`src/inc/uir_pkg.sv`:
```
// Notes on behaviour
// [RULE1] Select bit 0 routes a source to line a, 1 routes it to line b.
// [RULE2] Every select bit is 0 after reset, so all sources go to line a.
// [RULE3] A line requests only while the source flag is set and enabled.
// [RULE4] Select bits: 24 mode change, 16 cable change, 9..0 as flag register.
// [RULE5] Enable bits sit at the same positions as the select bits.
// [RULE6] Every enable bit is 0 after reset; no request until enabled.
// [RULE7] Bits 31..25, 23..17, 15..10 of select and enable read 0.
// [RULE8] Read-only control OUT size register shows bytes received on that endpoint.
// [RULE9] Read-only bulk OUT size register shows count of the selected buffer.
// [RULE10] Write-only 64-byte control IN buffer takes the packet data.
// [RULE11] Buffer becomes valid only after the byte count is committed.
// [RULE12] Host ACK after control IN data sets the transmit-done flag.
// [RULE13] Control IN clear bit reinitialises the control IN buffer.
// [RULE14] A received setup packet clears the control IN buffer.
// [RULE15] No control IN transmission while the setup flag stays set.
// [RULE16] Writing 0 clears an event flag; writing 1 does nothing.
// [RULE17] Empty, full, cable and mode status bits follow hardware, not writable.
// [RULE18] Each line is the OR of flag AND enable over sources routed to it.
package uir_pkg;

    // Register byte offsets
    localparam logic [7:0] OFS_FLAGS    = 8'h00;
    localparam logic [7:0] OFS_SELECT   = 8'h04;
    localparam logic [7:0] OFS_ENABLE   = 8'h08;
    localparam logic [7:0] OFS_OUT_SIZE = 8'h0C;
    localparam logic [7:0] OFS_BULK_SZ  = 8'h10;
    localparam logic [7:0] OFS_TX_BUF   = 8'h14;
    localparam logic [7:0] OFS_COMMIT   = 8'h18;
    localparam logic [7:0] OFS_CLEAR    = 8'h1C;

    // Flag bit positions
    localparam int BIT_TX_DONE   = 0;
    localparam int BIT_IN_REQ    = 1;
    localparam int BIT_OUT_DONE  = 2;
    localparam int BIT_SETUP     = 3;
    localparam int BIT_BULK_FULL = 4;
    localparam int BIT_BULK_EMPT = 5;
    localparam int BIT_BULK_REQ  = 6;
    localparam int BIT_BUS_RST   = 7;
    localparam int BIT_INTR_DONE = 8;
    localparam int BIT_INTR_REQ  = 9;
    localparam int BIT_CABLE_F   = 16;
    localparam int BIT_CABLE_MN  = 17;
    localparam int BIT_MODE_F    = 24;
    localparam int BIT_MODE_MN   = 25;
    localparam int BIT_CLR_CTRL  = 0;

    // Masks and reset values
    localparam logic [31:0] SRC_MASK   = 32'h0101_03FF;
    localparam logic [31:0] LEVEL_MASK = 32'h0000_0030;
    localparam logic [31:0] SEL_RESET  = 32'h0000_0000;
    localparam logic [31:0] EN_RESET   = 32'h0000_0000;
    localparam logic [31:0] FLAG_RESET = 32'h0000_0000;

    // Control IN buffer geometry
    localparam int BUF_WORDS = 16;
    localparam int PTR_W     = 5;
    localparam int LEN_W     = 7;

    // Link-side inputs, stable from one link rising edge to the next
    typedef struct packed {
        logic       setup;
        logic       ctrl_in_ack;
        logic       ctrl_out_done;
        logic       ctrl_in_token;
        logic       bulk_in_token_nodata;
        logic       intr_in_token_nodata;
        logic       intr_in_ack;
        logic       bus_reset;
        logic       bulk_in_empty;
        logic       bulk_out_full;
        logic [1:0] mode;
        logic       bulk_sel;
        logic [3:0] rd_idx;
        logic [6:0] ctrl_out_size;
        logic [9:0] bulk_size0;
        logic [9:0] bulk_size1;
    } uir_link_s;

endpackage : uir_pkg

```
`src/rtl/uir_core.sv`:
```
// The register addresses and the Wishbone interface to the registers are this design's own decisions.
`timescale 1ns/1ps
module uir_core
    import uir_pkg::*;
(
    // Clock and reset
    input  wire logic              clk_i,
    input  wire logic              rst_i,
    // Wishbone slave
    input  wire logic              wb_cyc_i,
    input  wire logic              wb_stb_i,
    input  wire logic              wb_we_i,
    input  wire logic [7:0]        wb_adr_i,
    input  wire logic [3:0]        wb_sel_i,
    input  wire logic [31:0]       wb_dat_i,
    output logic      [31:0]       wb_dat_o,
    output logic                   wb_ack_o,
    // Cable detect pin, low while connected
    input  wire logic              cable_detect_n_i,
    // Link side
    input  wire logic              link_clk_i,
    input  wire uir_link_s         link_i,
    output logic                   ctrl_in_ready_o,
    output logic      [LEN_W-1:0]  ctrl_in_len_o,
    output logic      [31:0]       tx_rd_data_o,
    // Interrupt lines
    output logic                   irq_line_a_o,
    output logic                   irq_line_b_o
);

    // Bus registers
    logic              ack_reg;
    logic [31:0]       dat_reg;
    logic [31:0]       flags_reg;
    logic [31:0]       select_reg;
    logic [31:0]       enable_reg;
    logic [6:0]        out_size_reg;
    logic [9:0]        bulk_size_reg;
    logic [1:0]        mode_reg;
    logic              cable_mn_reg;
    // Synchronisers
    logic              lclk_meta_reg;
    logic              lclk_s1_reg;
    logic              lclk_s2_reg;
    uir_link_s         link_meta_reg;
    uir_link_s         link_s1_reg;
    logic              cable_meta_reg;
    logic              cable_s1_reg;
    // Control IN buffer
    logic [31:0]       buf_mem [BUF_WORDS];
    logic [PTR_W-1:0]  wr_ptr_reg;
    logic              tx_valid_reg;
    logic [LEN_W-1:0]  tx_len_reg;
    logic [31:0]       tx_rd_reg;
    // Interrupt outputs
    logic              irq_a_reg;
    logic              irq_b_reg;

    // Combinational helpers
    logic              req;
    logic              wr_do;
    logic              link_fall;
    logic [31:0]       lane_mask;
    logic [31:0]       flag_view;
    logic [31:0]       rd_mux;
    logic [31:0]       ev_set;
    logic [31:0]       flag_clr;
    logic [31:0]       flags_next;
    logic [31:0]       pending;
    logic              buf_clear;
    logic              commit_wr;
    logic              ack_done;

    // Bus decode; writes land on the edge where the master sees ack
    assign req   = wb_cyc_i & wb_stb_i;
    assign wr_do = req & wb_we_i & ack_reg;

    // Byte lanes expanded to bit mask
    always_comb begin
        for (int i = 0; i < 4; i++) begin
            lane_mask[8*i +: 8] = {8{wb_sel_i[i]}};
        end
    end

    // Link clock edge detect on lclk_s1_reg and its delayed copy lclk_s2_reg
    assign link_fall = ~lclk_s1_reg & lclk_s2_reg;

    // Two-flop synchronisers for link clock, link bus and cable pin
    always_ff @(posedge clk_i) begin
        if (rst_i) begin
            lclk_meta_reg  <= 1'b0;
            lclk_s1_reg    <= 1'b0;
            lclk_s2_reg    <= 1'b0;
            link_meta_reg  <= '0;
            link_s1_reg    <= '0;
            cable_meta_reg <= 1'b1;
            cable_s1_reg   <= 1'b1;
        end else begin
            lclk_meta_reg  <= link_clk_i;
            lclk_s1_reg    <= lclk_meta_reg;
            lclk_s2_reg    <= lclk_s1_reg;
            link_meta_reg  <= link_i;
            link_s1_reg    <= link_meta_reg;
            cable_meta_reg <= cable_detect_n_i;
            cable_s1_reg   <= cable_meta_reg;
        end
    end

    // Hardware status levels; mode sampled mid link period so the bus is settled, cable pin every cycle
    always_ff @(posedge clk_i) begin
        if (rst_i) begin
            mode_reg     <= 2'b00;
            cable_mn_reg <= 1'b0;
        end else begin
            cable_mn_reg <= ~cable_s1_reg;
            if (link_fall) begin
                mode_reg <= link_s1_reg.mode;
            end
        end
    end

    // Event set vector; one pulse per link cycle of the event level, cable change one pulse per pin change
    always_comb begin
        ev_set                = '0;
        // [RULE12] transmit-done on host ACK
        ev_set[BIT_TX_DONE]   = link_fall & link_s1_reg.ctrl_in_ack & tx_valid_reg;
        ev_set[BIT_IN_REQ]    = link_fall & link_s1_reg.ctrl_in_token & ~ctrl_in_ready_o;
        ev_set[BIT_OUT_DONE]  = link_fall & link_s1_reg.ctrl_out_done;
        ev_set[BIT_SETUP]     = link_fall & link_s1_reg.setup;
        ev_set[BIT_BULK_REQ]  = link_fall & link_s1_reg.bulk_in_token_nodata;
        ev_set[BIT_BUS_RST]   = link_fall & link_s1_reg.bus_reset;
        ev_set[BIT_INTR_DONE] = link_fall & link_s1_reg.intr_in_ack;
        ev_set[BIT_INTR_REQ]  = link_fall & link_s1_reg.intr_in_token_nodata;
        ev_set[BIT_CABLE_F]   = cable_mn_reg ^ ~cable_s1_reg;
        ev_set[BIT_MODE_F]    = link_fall & (link_s1_reg.mode != mode_reg);
    end

    // Flag update; a set in the clearing cycle survives
    always_comb begin
        flag_clr = '0;
        if (wr_do && wb_adr_i == OFS_FLAGS) begin
            // [RULE16] zero clears, one is ignored
            flag_clr = lane_mask & ~wb_dat_i & SRC_MASK & ~LEVEL_MASK;
        end
        flags_next = ((flags_reg & ~flag_clr) | ev_set) & SRC_MASK & ~LEVEL_MASK;
        // [RULE17] levels follow hardware
        flags_next[BIT_BULK_FULL] = link_s1_reg.bulk_out_full;
        flags_next[BIT_BULK_EMPT] = link_s1_reg.bulk_in_empty;
    end

    // Event flag register
    always_ff @(posedge clk_i) begin
        if (rst_i) begin
            flags_reg <= FLAG_RESET;
        end else begin
            flags_reg <= flags_next;
        end
    end

    // Read view of flags with read-only status bits folded in
    always_comb begin
        flag_view                                = flags_reg;
        // [RULE17] status bits not writable
        flag_view[BIT_CABLE_MN]                  = cable_mn_reg;
        flag_view[BIT_MODE_MN +: 2]              = mode_reg;
    end

    // Routing select register
    always_ff @(posedge clk_i) begin
        if (rst_i) begin
            // [RULE2] all sources to line a
            select_reg <= SEL_RESET;
        end else if (wr_do && wb_adr_i == OFS_SELECT) begin
            // [RULE4] only documented bits stored
            select_reg <= (select_reg & ~(lane_mask & SRC_MASK))
                        | (wb_dat_i & lane_mask & SRC_MASK);
        end
    end

    // Source enable register
    always_ff @(posedge clk_i) begin
        if (rst_i) begin
            // [RULE6] all sources disabled
            enable_reg <= EN_RESET;
        end else if (wr_do && wb_adr_i == OFS_ENABLE) begin
            // [RULE5] same layout as select
            enable_reg <= (enable_reg & ~(lane_mask & SRC_MASK))
                        | (wb_dat_i & lane_mask & SRC_MASK);
        end
    end

    // Receive size registers
    always_ff @(posedge clk_i) begin
        if (rst_i) begin
            out_size_reg  <= '0;
            bulk_size_reg <= '0;
        end else if (link_fall) begin
            // [RULE8] latch size with receive done
            if (link_s1_reg.ctrl_out_done) begin
                out_size_reg <= link_s1_reg.ctrl_out_size;
            end
            // [RULE9] size of selected buffer
            bulk_size_reg <= link_s1_reg.bulk_sel ? link_s1_reg.bulk_size1
                                                  : link_s1_reg.bulk_size0;
        end
    end

    // Buffer housekeeping terms
    // [RULE13] clear bit reinitialises buffer
    // [RULE14] setup reception also clears it
    assign buf_clear = (wr_do && wb_adr_i == OFS_CLEAR && wb_sel_i[0]
                        && wb_dat_i[BIT_CLR_CTRL]) | ev_set[BIT_SETUP];
    assign commit_wr = wr_do && wb_adr_i == OFS_COMMIT;
    assign ack_done  = ev_set[BIT_TX_DONE];

    // Buffer word store; writes past 64 bytes are dropped
    always_ff @(posedge clk_i) begin
        if (wr_do && wb_adr_i == OFS_TX_BUF && wr_ptr_reg < PTR_W'(BUF_WORDS)) begin
            // [RULE10] write-only buffer fill
            buf_mem[wr_ptr_reg[3:0]] <= wb_dat_i;
        end
    end

    // Write pointer
    always_ff @(posedge clk_i) begin
        if (rst_i || buf_clear || ack_done) begin
            wr_ptr_reg <= '0;
        end else if (wr_do && wb_adr_i == OFS_TX_BUF && wr_ptr_reg < PTR_W'(BUF_WORDS)) begin
            wr_ptr_reg <= wr_ptr_reg + PTR_W'(1);
        end
    end

    // Packet valid and length
    always_ff @(posedge clk_i) begin
        if (rst_i || buf_clear) begin
            tx_valid_reg <= 1'b0;
            tx_len_reg   <= '0;
        end else if (commit_wr) begin
            // [RULE11] count write validates packet
            tx_valid_reg <= 1'b1;
            tx_len_reg   <= wb_dat_i[LEN_W-1:0];
        end else if (ack_done) begin
            tx_valid_reg <= 1'b0;
        end
    end

    // Link read port; registered so the link sees a flop
    always_ff @(posedge clk_i) begin
        if (rst_i) begin
            tx_rd_reg <= '0;
        end else begin
            tx_rd_reg <= buf_mem[link_s1_reg.rd_idx];
        end
    end

    // Ready to send; held off while a setup is pending
    always_ff @(posedge clk_i) begin
        if (rst_i) begin
            ctrl_in_ready_o <= 1'b0;
            ctrl_in_len_o   <= '0;
        end else begin
            // [RULE15] blocked until setup flag cleared
            ctrl_in_ready_o <= tx_valid_reg & ~buf_clear & ~ack_done & ~flags_next[BIT_SETUP];
            ctrl_in_len_o   <= tx_len_reg;
        end
    end
    assign tx_rd_data_o = tx_rd_reg;

    // Interrupt routing; level until flag or enable drops
    // [RULE3] flag and enable gate
    assign pending = flag_view & enable_reg & SRC_MASK;
    always_ff @(posedge clk_i) begin
        if (rst_i) begin
            irq_a_reg <= 1'b0;
            irq_b_reg <= 1'b0;
        end else begin
            // [RULE1] select picks the line
            // [RULE18] OR over routed sources
            irq_a_reg <= |(pending & ~select_reg);
            irq_b_reg <= |(pending & select_reg);
        end
    end
    assign irq_line_a_o = irq_a_reg;
    assign irq_line_b_o = irq_b_reg;

    // Read mux; unmapped and write-only offsets read zero
    always_comb begin
        unique case (wb_adr_i)
            OFS_FLAGS:    rd_mux = flag_view;
            // [RULE7] reserved bits read zero
            OFS_SELECT:   rd_mux = select_reg & SRC_MASK;
            OFS_ENABLE:   rd_mux = enable_reg & SRC_MASK;
            OFS_OUT_SIZE: rd_mux = {25'h000_0000, out_size_reg};
            OFS_BULK_SZ:  rd_mux = {22'h00_0000, bulk_size_reg};
            default:      rd_mux = 32'h0000_0000;
        endcase
    end

    // Wishbone answer: ack one cycle after request, dropped the next
    always_ff @(posedge clk_i) begin
        if (rst_i) begin
            ack_reg <= 1'b0;
            dat_reg <= '0;
        end else begin
            ack_reg <= req & ~ack_reg;
            if (req && !ack_reg) begin
                dat_reg <= rd_mux;
            end
        end
    end
    assign wb_ack_o = ack_reg;
    assign wb_dat_o = dat_reg;

endmodule : uir_core

```
`config.mk`:
```
export PLATFORM = sky130hd
export DESIGN_NAME = uir_core
export DESIGN_NICKNAME = d
export VERILOG_FILES = /design/src/inc/uir_pkg.sv /design/src/rtl/uir_core.sv
export SDC_FILE = /design/constraint.sdc
export NUM_CORES = 1
export LEC_CHECK = 0
export BUFFER_PORTS_ARGS = -buffer_cell sky130_fd_sc_hd__buf_2
export CELL_PAD_IN_SITES_DETAIL_PLACEMENT = 0
export CELL_PAD_IN_SITES_GLOBAL_PLACEMENT = 1
export CORE_AREA = 2 2 234 236
export CTS_CLUSTER_DIAMETER = 60
export DETAILED_ROUTE_END_ITERATION = 8
export DIE_AREA = 0 0 236 238
export PLACE_DENSITY = 0.8
export SYNTH_ARGS = -nofsm -noshare
export SYNTH_HDL_FRONTEND = slang
export SYNTH_SLANG_ARGS = --single-unit
```
`constraint.sdc`:
```
create_clock -name clk_i -period 5.32 [get_ports clk_i]
set_clock_uncertainty 0.05 [all_clocks]
set_input_delay 0.532 -clock clk_i [delete_from_list [all_inputs] [get_ports clk_i]]
set_output_delay 0.532 -clock clk_i [all_outputs]
set_load 0.01 [all_outputs]
```
==> flow_metrics.tcl, run 1 <==
set metrics [dict create \
    grt_pass1_vias 14300 \
    netlist_top_cells_count "512 x edfxtp_1, 220 x dfxtp_1, 135 x mux4_2" \
    post_drt_wl_per_cell_um 22.9 \
    num_vias 13700 \
    worst-r2r-setup-slack_ps 2280 \
    synth_top_cell_area_share 0.577 \
    synth_edf_count 512 \
    rows 85 \
    outcome "complete, no violations" \
    syn_area_per_cell_um2 17.7 \
    worst-r2r-cell-count 3 \
    yosys.area.top_type "edfxtp_1" \
    gr-total-overflow 0 \
    ys_types 49 \
    max_stage_delay_ps 1200 \
    worstHoldPathType "input port to flop" \
    cts_tree "done" \
    route.detailed.drc 0 \
    numCtsBuffers 75 \
    slowest_stage "nor2_4" \
    p_leak_uw 0.0104 \
    grt_pass1_wl_um 85500 \
    htree_levels 3 \
    finalPower_uw 12000 \
    cp-startpoint "wb_adr_i[5]" \
    place_ws_ps 1250 \
    fin_nets 1771 \
    start_util 0.498 \
    crit_arrival_ps 3670 \
    post-cts-setup-buffers 0 \
    worst_r2r_endpoint "buf_mem[15][15]" \
    dieArea_um2 56200 \
    drive_above_1_share 0.261 \
    hpwl_um 32300 \
    fmaxAchievable_mhz 285 \
    path_cells "buf_2 -> nor4b_1 -> nand4_1 -> nor2_4" \
    syn_area_um2 26600 \
    cts_hold_buf 0 \
    drtIter0Drc 1225 \
    endpoint_kind "flop" \
    ys.flop_type "edfxtp_1" \
    vdd_drop_max_v 0.000225 \
    antenna_found_initial 2 \
    met2_length_um 28100 \
    timing.rr.start "wb_ack_o" \
    die_h_um 238 \
    dr.pass1.iters 5 \
    timing.max_cap.violations 0 \
    path_class "input port to flop" \
    root_buffer "clkbuf_16" \
    p_per_area_nw_per_um2 391 \
    core_um2 53500 \
    io_buffers 152 \
    pin_count 170 \
    via_per_inst 5.66 \
    worst-slew-pin-transition_ps 1260 \
    syn2layout_area_growth_pct 15.5 \
    critPathMaxFanout 32 \
    drt_wl_total_um 55600 \
    wl_met3_um 3690 \
    topRoutingLayerUsed "met5" \
    synth_area_leaders "edfxtp_1 58%, dfxtp_1 17%, mux4_2 11%, nor2b_1 2.4%, a22oi_1 1.8%" \
    rsz0062_at_grt "false" \
    synthArstFlopShare 0 \
    yosysMostFrequentCell "edfxtp_1" \
    cts_num_sinks 732 \
    setup_viol 0 \
    finalHoldViolations 0 \
    ys_ff_latch 732 \
    largest_reg_flops 512 \
    slew_viol_final 0 \
    clockBufferDepth 3 \
    synth-seq-area-share 0.743 \
    syn_inst 1508 \
    clkTransAtPathRegs_ps 60 \
    clk-insertion-delay-late_ps 610 \
    tns_ps 0 \
    endpoint "buf_mem[15][15]" \
    chipWidth_um 236 \
    design_area_um2 30800 \
    globalplace.congestion 0.818 \
    cp-start-kind "input port" \
    setup_slack_ps 1810 \
    hold_ws_ps 67.8 \
    grt_max_degree 108 \
    grt_usage 0.202 \
    critPathRequiredTime_ps 5480 \
    yosys_warnings 0 \
    period_share 0.661 \
    antenna_left 0 \
    postPlaceCellArea_um2 28200 \
    slew_headroom 0.161 \
    wl_met1_um 22100 \
    post_cts_resized 0 \
    fin_crit_ps 3510 \
]
[final cells by class]
class,instances,area [µm²]
diodes,2,5.00
repair buffers,172,942
well taps,696,871
inverters,8,30.0
multi-input cells,683,6540
fillers,3990,22700
clock inverters,41,563
clock buffers,95,2030
flip-flops and latches,732,19800
[report_power, final]
part | total [µW] | internal (µW) | switching, µW
sequential | 6180 | 6140 | 37.7
clock | 5470 | 3310 | 2160
combinational | 382 | 156 | 226
total | 12000 | 9610 | 2420
[logic make-up (layout without fill, tap and decap cells)]
group / after synthesis / after routing / synth area share
compound gates: 142 / 142 / 0.0381
fa+ha+maj: 4 / 4 / 0.00188
simple gates: 335 / 335 / 0.0657
flops: 732 / 732 / 0.743
xor+xnor: 5 / 5 / 0.00164
other cells: 1 / 19 / 0.000141
mux: 180 / 180 / 0.131
buf+inv: 109 / 316 / 0.0188
[through the flow]
step	util	std cells
after floorplan	-	1524
after global placement	0.527	2291
after detailed placement	0.527	2291
after CTS	0.575	2427
after global routing	0.575	2427
final	0.575	2429
[critical path, delay by kind of cell]
family / cells / cell delay, ps
and+or+nand+nor: 3 / 3000
buffers and inverters: 1 / 110
[routing by layer]
metal | vias to the layer above | GRT usage
li1 | 6175 | -
met1 | 6951 | 0.258
met2 | 513 | 0.343
met3 | 108 | 0.0393
met4 | 2 | 0.0757
met5 | - | 0
[how the worst min path moves through the flow]
stage	cells after the start	from	endpoint	slack, ps
2_1_floorplan	1	cable_meta_reg	cable_s1_reg	340
3_3_place_gp	1	cable_meta_reg	cable_s1_reg	350
3_5_place_dp	1	cable_meta_reg	cable_s1_reg	360
4_1_cts	2	cable_detect_n_i	cable_meta_reg	40
5_1_grt	2	cable_detect_n_i	cable_meta_reg	70
6_report	2	cable_detect_n_i	cable_meta_reg	70
[cells in the final DEF (no fill, tap or decap), types with 5 or more instances in the layout]
master / count
a22oi_1: 64
nor2_1: 60
buf_2: 151
a221oi_1: 10
clkbuf_1: 13
a211oi_1: 15
conb_1: 17
nand4_1: 14
and3_1: 5
mux4_2: 135
clkinv_1: 6
o2bb2ai_1: 5
nor3_2: 5
clkbuf_16: 76
a21oi_1: 25
nor2_4: 12
bufinv_16: 12
clkinv_2: 11
nor2b_1: 102
dfxtp_1: 218
inv_1: 9
edfxtp_1: 512
buf_4: 18
nand3_1: 18
o31ai_1: 6
clkbuf_8: 6
nand2_1: 70
nor3_1: 15
nand3b_1: 6
mux2i_1: 45
No activity file was read; power rests on OpenSTA's default activity.
==> run 2: changes to the inputs <==
Settings changed: ABC_AREA from default to 1, CORE_AREA 2 2 234 236 to 2 2 256 258, DIE_AREA 0 0 236 238 to 0 0 258 260, PLACE_DENSITY 0.8 to 0.79.
Clock period 5.32 ns to 2.8 ns, I/O delays scaled along.
==> flow_metrics.tcl, run 2 <==
set metrics [dict create \
    slew_viol_final 0 \
    start_util 0.437 \
    grt_pass1_vias 19000 \
    yosys.area.top_type "edfxtp_1" \
    globalplace.congestion 0.858 \
    p_per_area_nw_per_um2 694 \
    outcome "complete, no violations" \
    drive_above_1_share 0.125 \
    power.switching_uw 4940 \
    vdd_drop_max_v 0.000411 \
    clkTransAtPathRegs_ps 60 \
    worst-r2r-cell-count 7 \
    rows 93 \
    synth_area_leaders "edfxtp_1 55%, dfxtp_1 16%, nor2_1 7.5%, o21ai_0 4.4%, nand3_1 2.7%" \
    endpoint_kind "flop" \
    setup_viol 0 \
    root_buffer "clkbuf_16" \
    gr-total-overflow 0 \
    whs_endpoint "buf_mem[4][22]" \
    ys.flop_type "edfxtp_1" \
    dr.pass1.iters 5 \
    fin_util 0.516 \
    yosys.area_share.simple 0.133 \
    synth_compound_area_frac 0.103 \
    synth_adder_area_share 0.00179 \
    yosys_warnings 0 \
    synthArstFlopShare 0 \
    worst-r2r-setup-slack_ps 350 \
    antenna_left 0 \
    chipWidth_um 258 \
    syn2layout_area_growth_pct 18.0 \
    fin_crit_ps 2450 \
    numCtsBuffers 76 \
    p_leak_uw 0.0121 \
    crit_arrival_ps 2660 \
    fin_nets 2855 \
    clockPowerShare 0.443 \
    netlist_top_cells_count "563 x nor2_1, 512 x edfxtp_1, 248 x o21ai_0" \
    io_buffers 152 \
    die_h_um 260 \
    pin_count 170 \
    drtIter0Drc 1680 \
    grt_max_degree 159 \
    antenna_found_initial 2 \
    synth.area.mux_share 0 \
    clockBufferDepth 3 \
    grt_use_met2 0.352 \
    final_common_cell "nor2_1" \
    hold_path_depth 1 \
    yosysMostFrequentCell "nor2_1" \
    worstHoldPathType "input port to flop" \
    post_drt_wl_per_cell_um 19.3 \
    internal_power_uw 18000 \
    ys_ff_latch 732 \
    htree_levels 3 \
    grt_usage 0.209 \
    drt_wl_total_um 70800 \
    worst_r2r_endpoint "buf_mem[13][29]" \
    clk-insertion-delay-late_ps 620 \
    worst-slew-pin-transition_ps 915 \
    fmaxAchievable_mhz 409 \
    syn_area_um2 28000 \
    largest_reg_flops 512 \
    min-delay-start "wb_dat_i[22]" \
    grt_use_met3 0.0311 \
    period_share 0.874 \
    post_cts_resized 0 \
    timing.rr.start "wb_ack_o" \
    core_um2 64100 \
    use_met1 0.281 \
    route.detailed.drc 0 \
    ys_types 34 \
    critPathRequiredTime_ps 3020 \
    rsz0062_at_grt "false" \
    synth-xor-area-share 0.00156 \
    synth-seq-area-share 0.706 \
    netSwitchingFraction 0.216 \
    pwr-share-comb 0.046 \
    finalHoldViolations 0 \
    cp-start-kind "flop" \
    grt.busiest_layer "met2" \
    grt_pass1_wl_um 108000 \
    via_per_inst 5.23 \
    hpwl_um 42000 \
    slew_headroom 0.390 \
    synth_top_family_by_area "simple AND/OR/NAND/NOR gates" \
    layout_common_cells "547 x nor2_1, 512 x edfxtp_1, 248 x o21ai_0" \
    synth_top_cell_area_share 0.549 \
    cts_tree "done" \
    synth_edf_count 512 \
    path_class "flop to flop" \
    timing.max_cap.violations 0 \
    p_seq_frac 0.511 \
    num_vias 19200 \
    finalPower_uw 22900 \
    syn_inst 2554 \
    syn_area_per_cell_um2 11.0 \
    critPathMaxFanout 19 \
    dieArea_um2 67100 \
    cts_num_sinks 732 \
]
run 2: changes by cell type after synthesis, moves of 85 or more:
| cell | change |
|---|---|
| nor2b_1 | -103 |
| nor2_1 | +491 |
| o21ai_1 | +85 |
| nand3_1 | +134 |
| inv_1 | +186 |
| o21ai_0 | +243 |
| a21oi_1 | +111 |
| mux4_2 | -135 |
| nand2_1 | +105 |
run 2: logic make-up after synthesis:
group | Yosys count
compound gates | 539
simple gates | 916
xor+xnor | 5
buf+inv | 357
fa+ha+maj | 4
other cells | 1
flops | 732
run 2: worst max-delay path by stage:
stage                      startpoint              end  cells past startpoint
final                        wb_ack_o  buf_mem[13][29]                      7
after global routing         wb_ack_o  buf_mem[13][25]                      7
after CTS                    wb_ack_o  buf_mem[13][30]                      7
after detailed placement  wb_adr_i[7]   buf_mem[13][1]                      9
after global placement    wb_adr_i[7]   buf_mem[13][1]                      9
after floorplan              wb_ack_o    buf_mem[0][0]                      6
run 2: final cells by class:
type | count | area, µm²
antenna | 1 | 2.50
multi-input combinational | 1481 | 6880
sequential | 732 | 19800
inverter | 200 | 756
clock inverter | 39 | 389
tap | 855 | 1070
clock buffer | 100 | 2140
timing repair buffer | 265 | 2040
fill | 5601 | 31100
run 2: critical path, cell delays in order (launching register included):
cell	delay [ps]
dfxtp_1	390
nand4_4	180
nor2_1	230
nand3_1	240
inv_2	220
nand2_1	280
nor2_4	170
buf_4	320
run 2: metrics by stage:
step	setup WS [ps]	setup TNS [ps]	cells	hold WS, ps	instance area [µm²]
after floorplan	-268	-119650	2570	329	28100
after global placement	420	0	3470	342	29900
after detailed placement	362	0	3470	341	29900
after CTS	385	0	3672	1.75	33100
after global routing	255	0	3673	25.7	33100
final	354	0	3673	39.9	33100
run 2: metal layers:
metal,vias to the layer above,part of all wire
li1,9104,-
met1,9353,0.43
met2,650,0.48
met3,110,0.065
met4,0,0.023
met5,-,0
run 2: repair_timing:
| item | 4_1_cts | 5_1_grt |
|---|---|---|
| hold buffers | 63 | 0 |
| hold endpoints to repair | 166 | 0 |
| setup buffers | 0 | 0 |
run 2: power by group through the flow:
stage	Combinational [µW]	Clock [µW]	Sequential, µW
2_1_floorplan	524	0	12000
3_3_place_gp	961	0	12000
3_5_place_dp	981	0	12000
4_1_cts	1050	10400	11700
5_1_grt	1160	10800	11700
6_report	1050	10200	11700
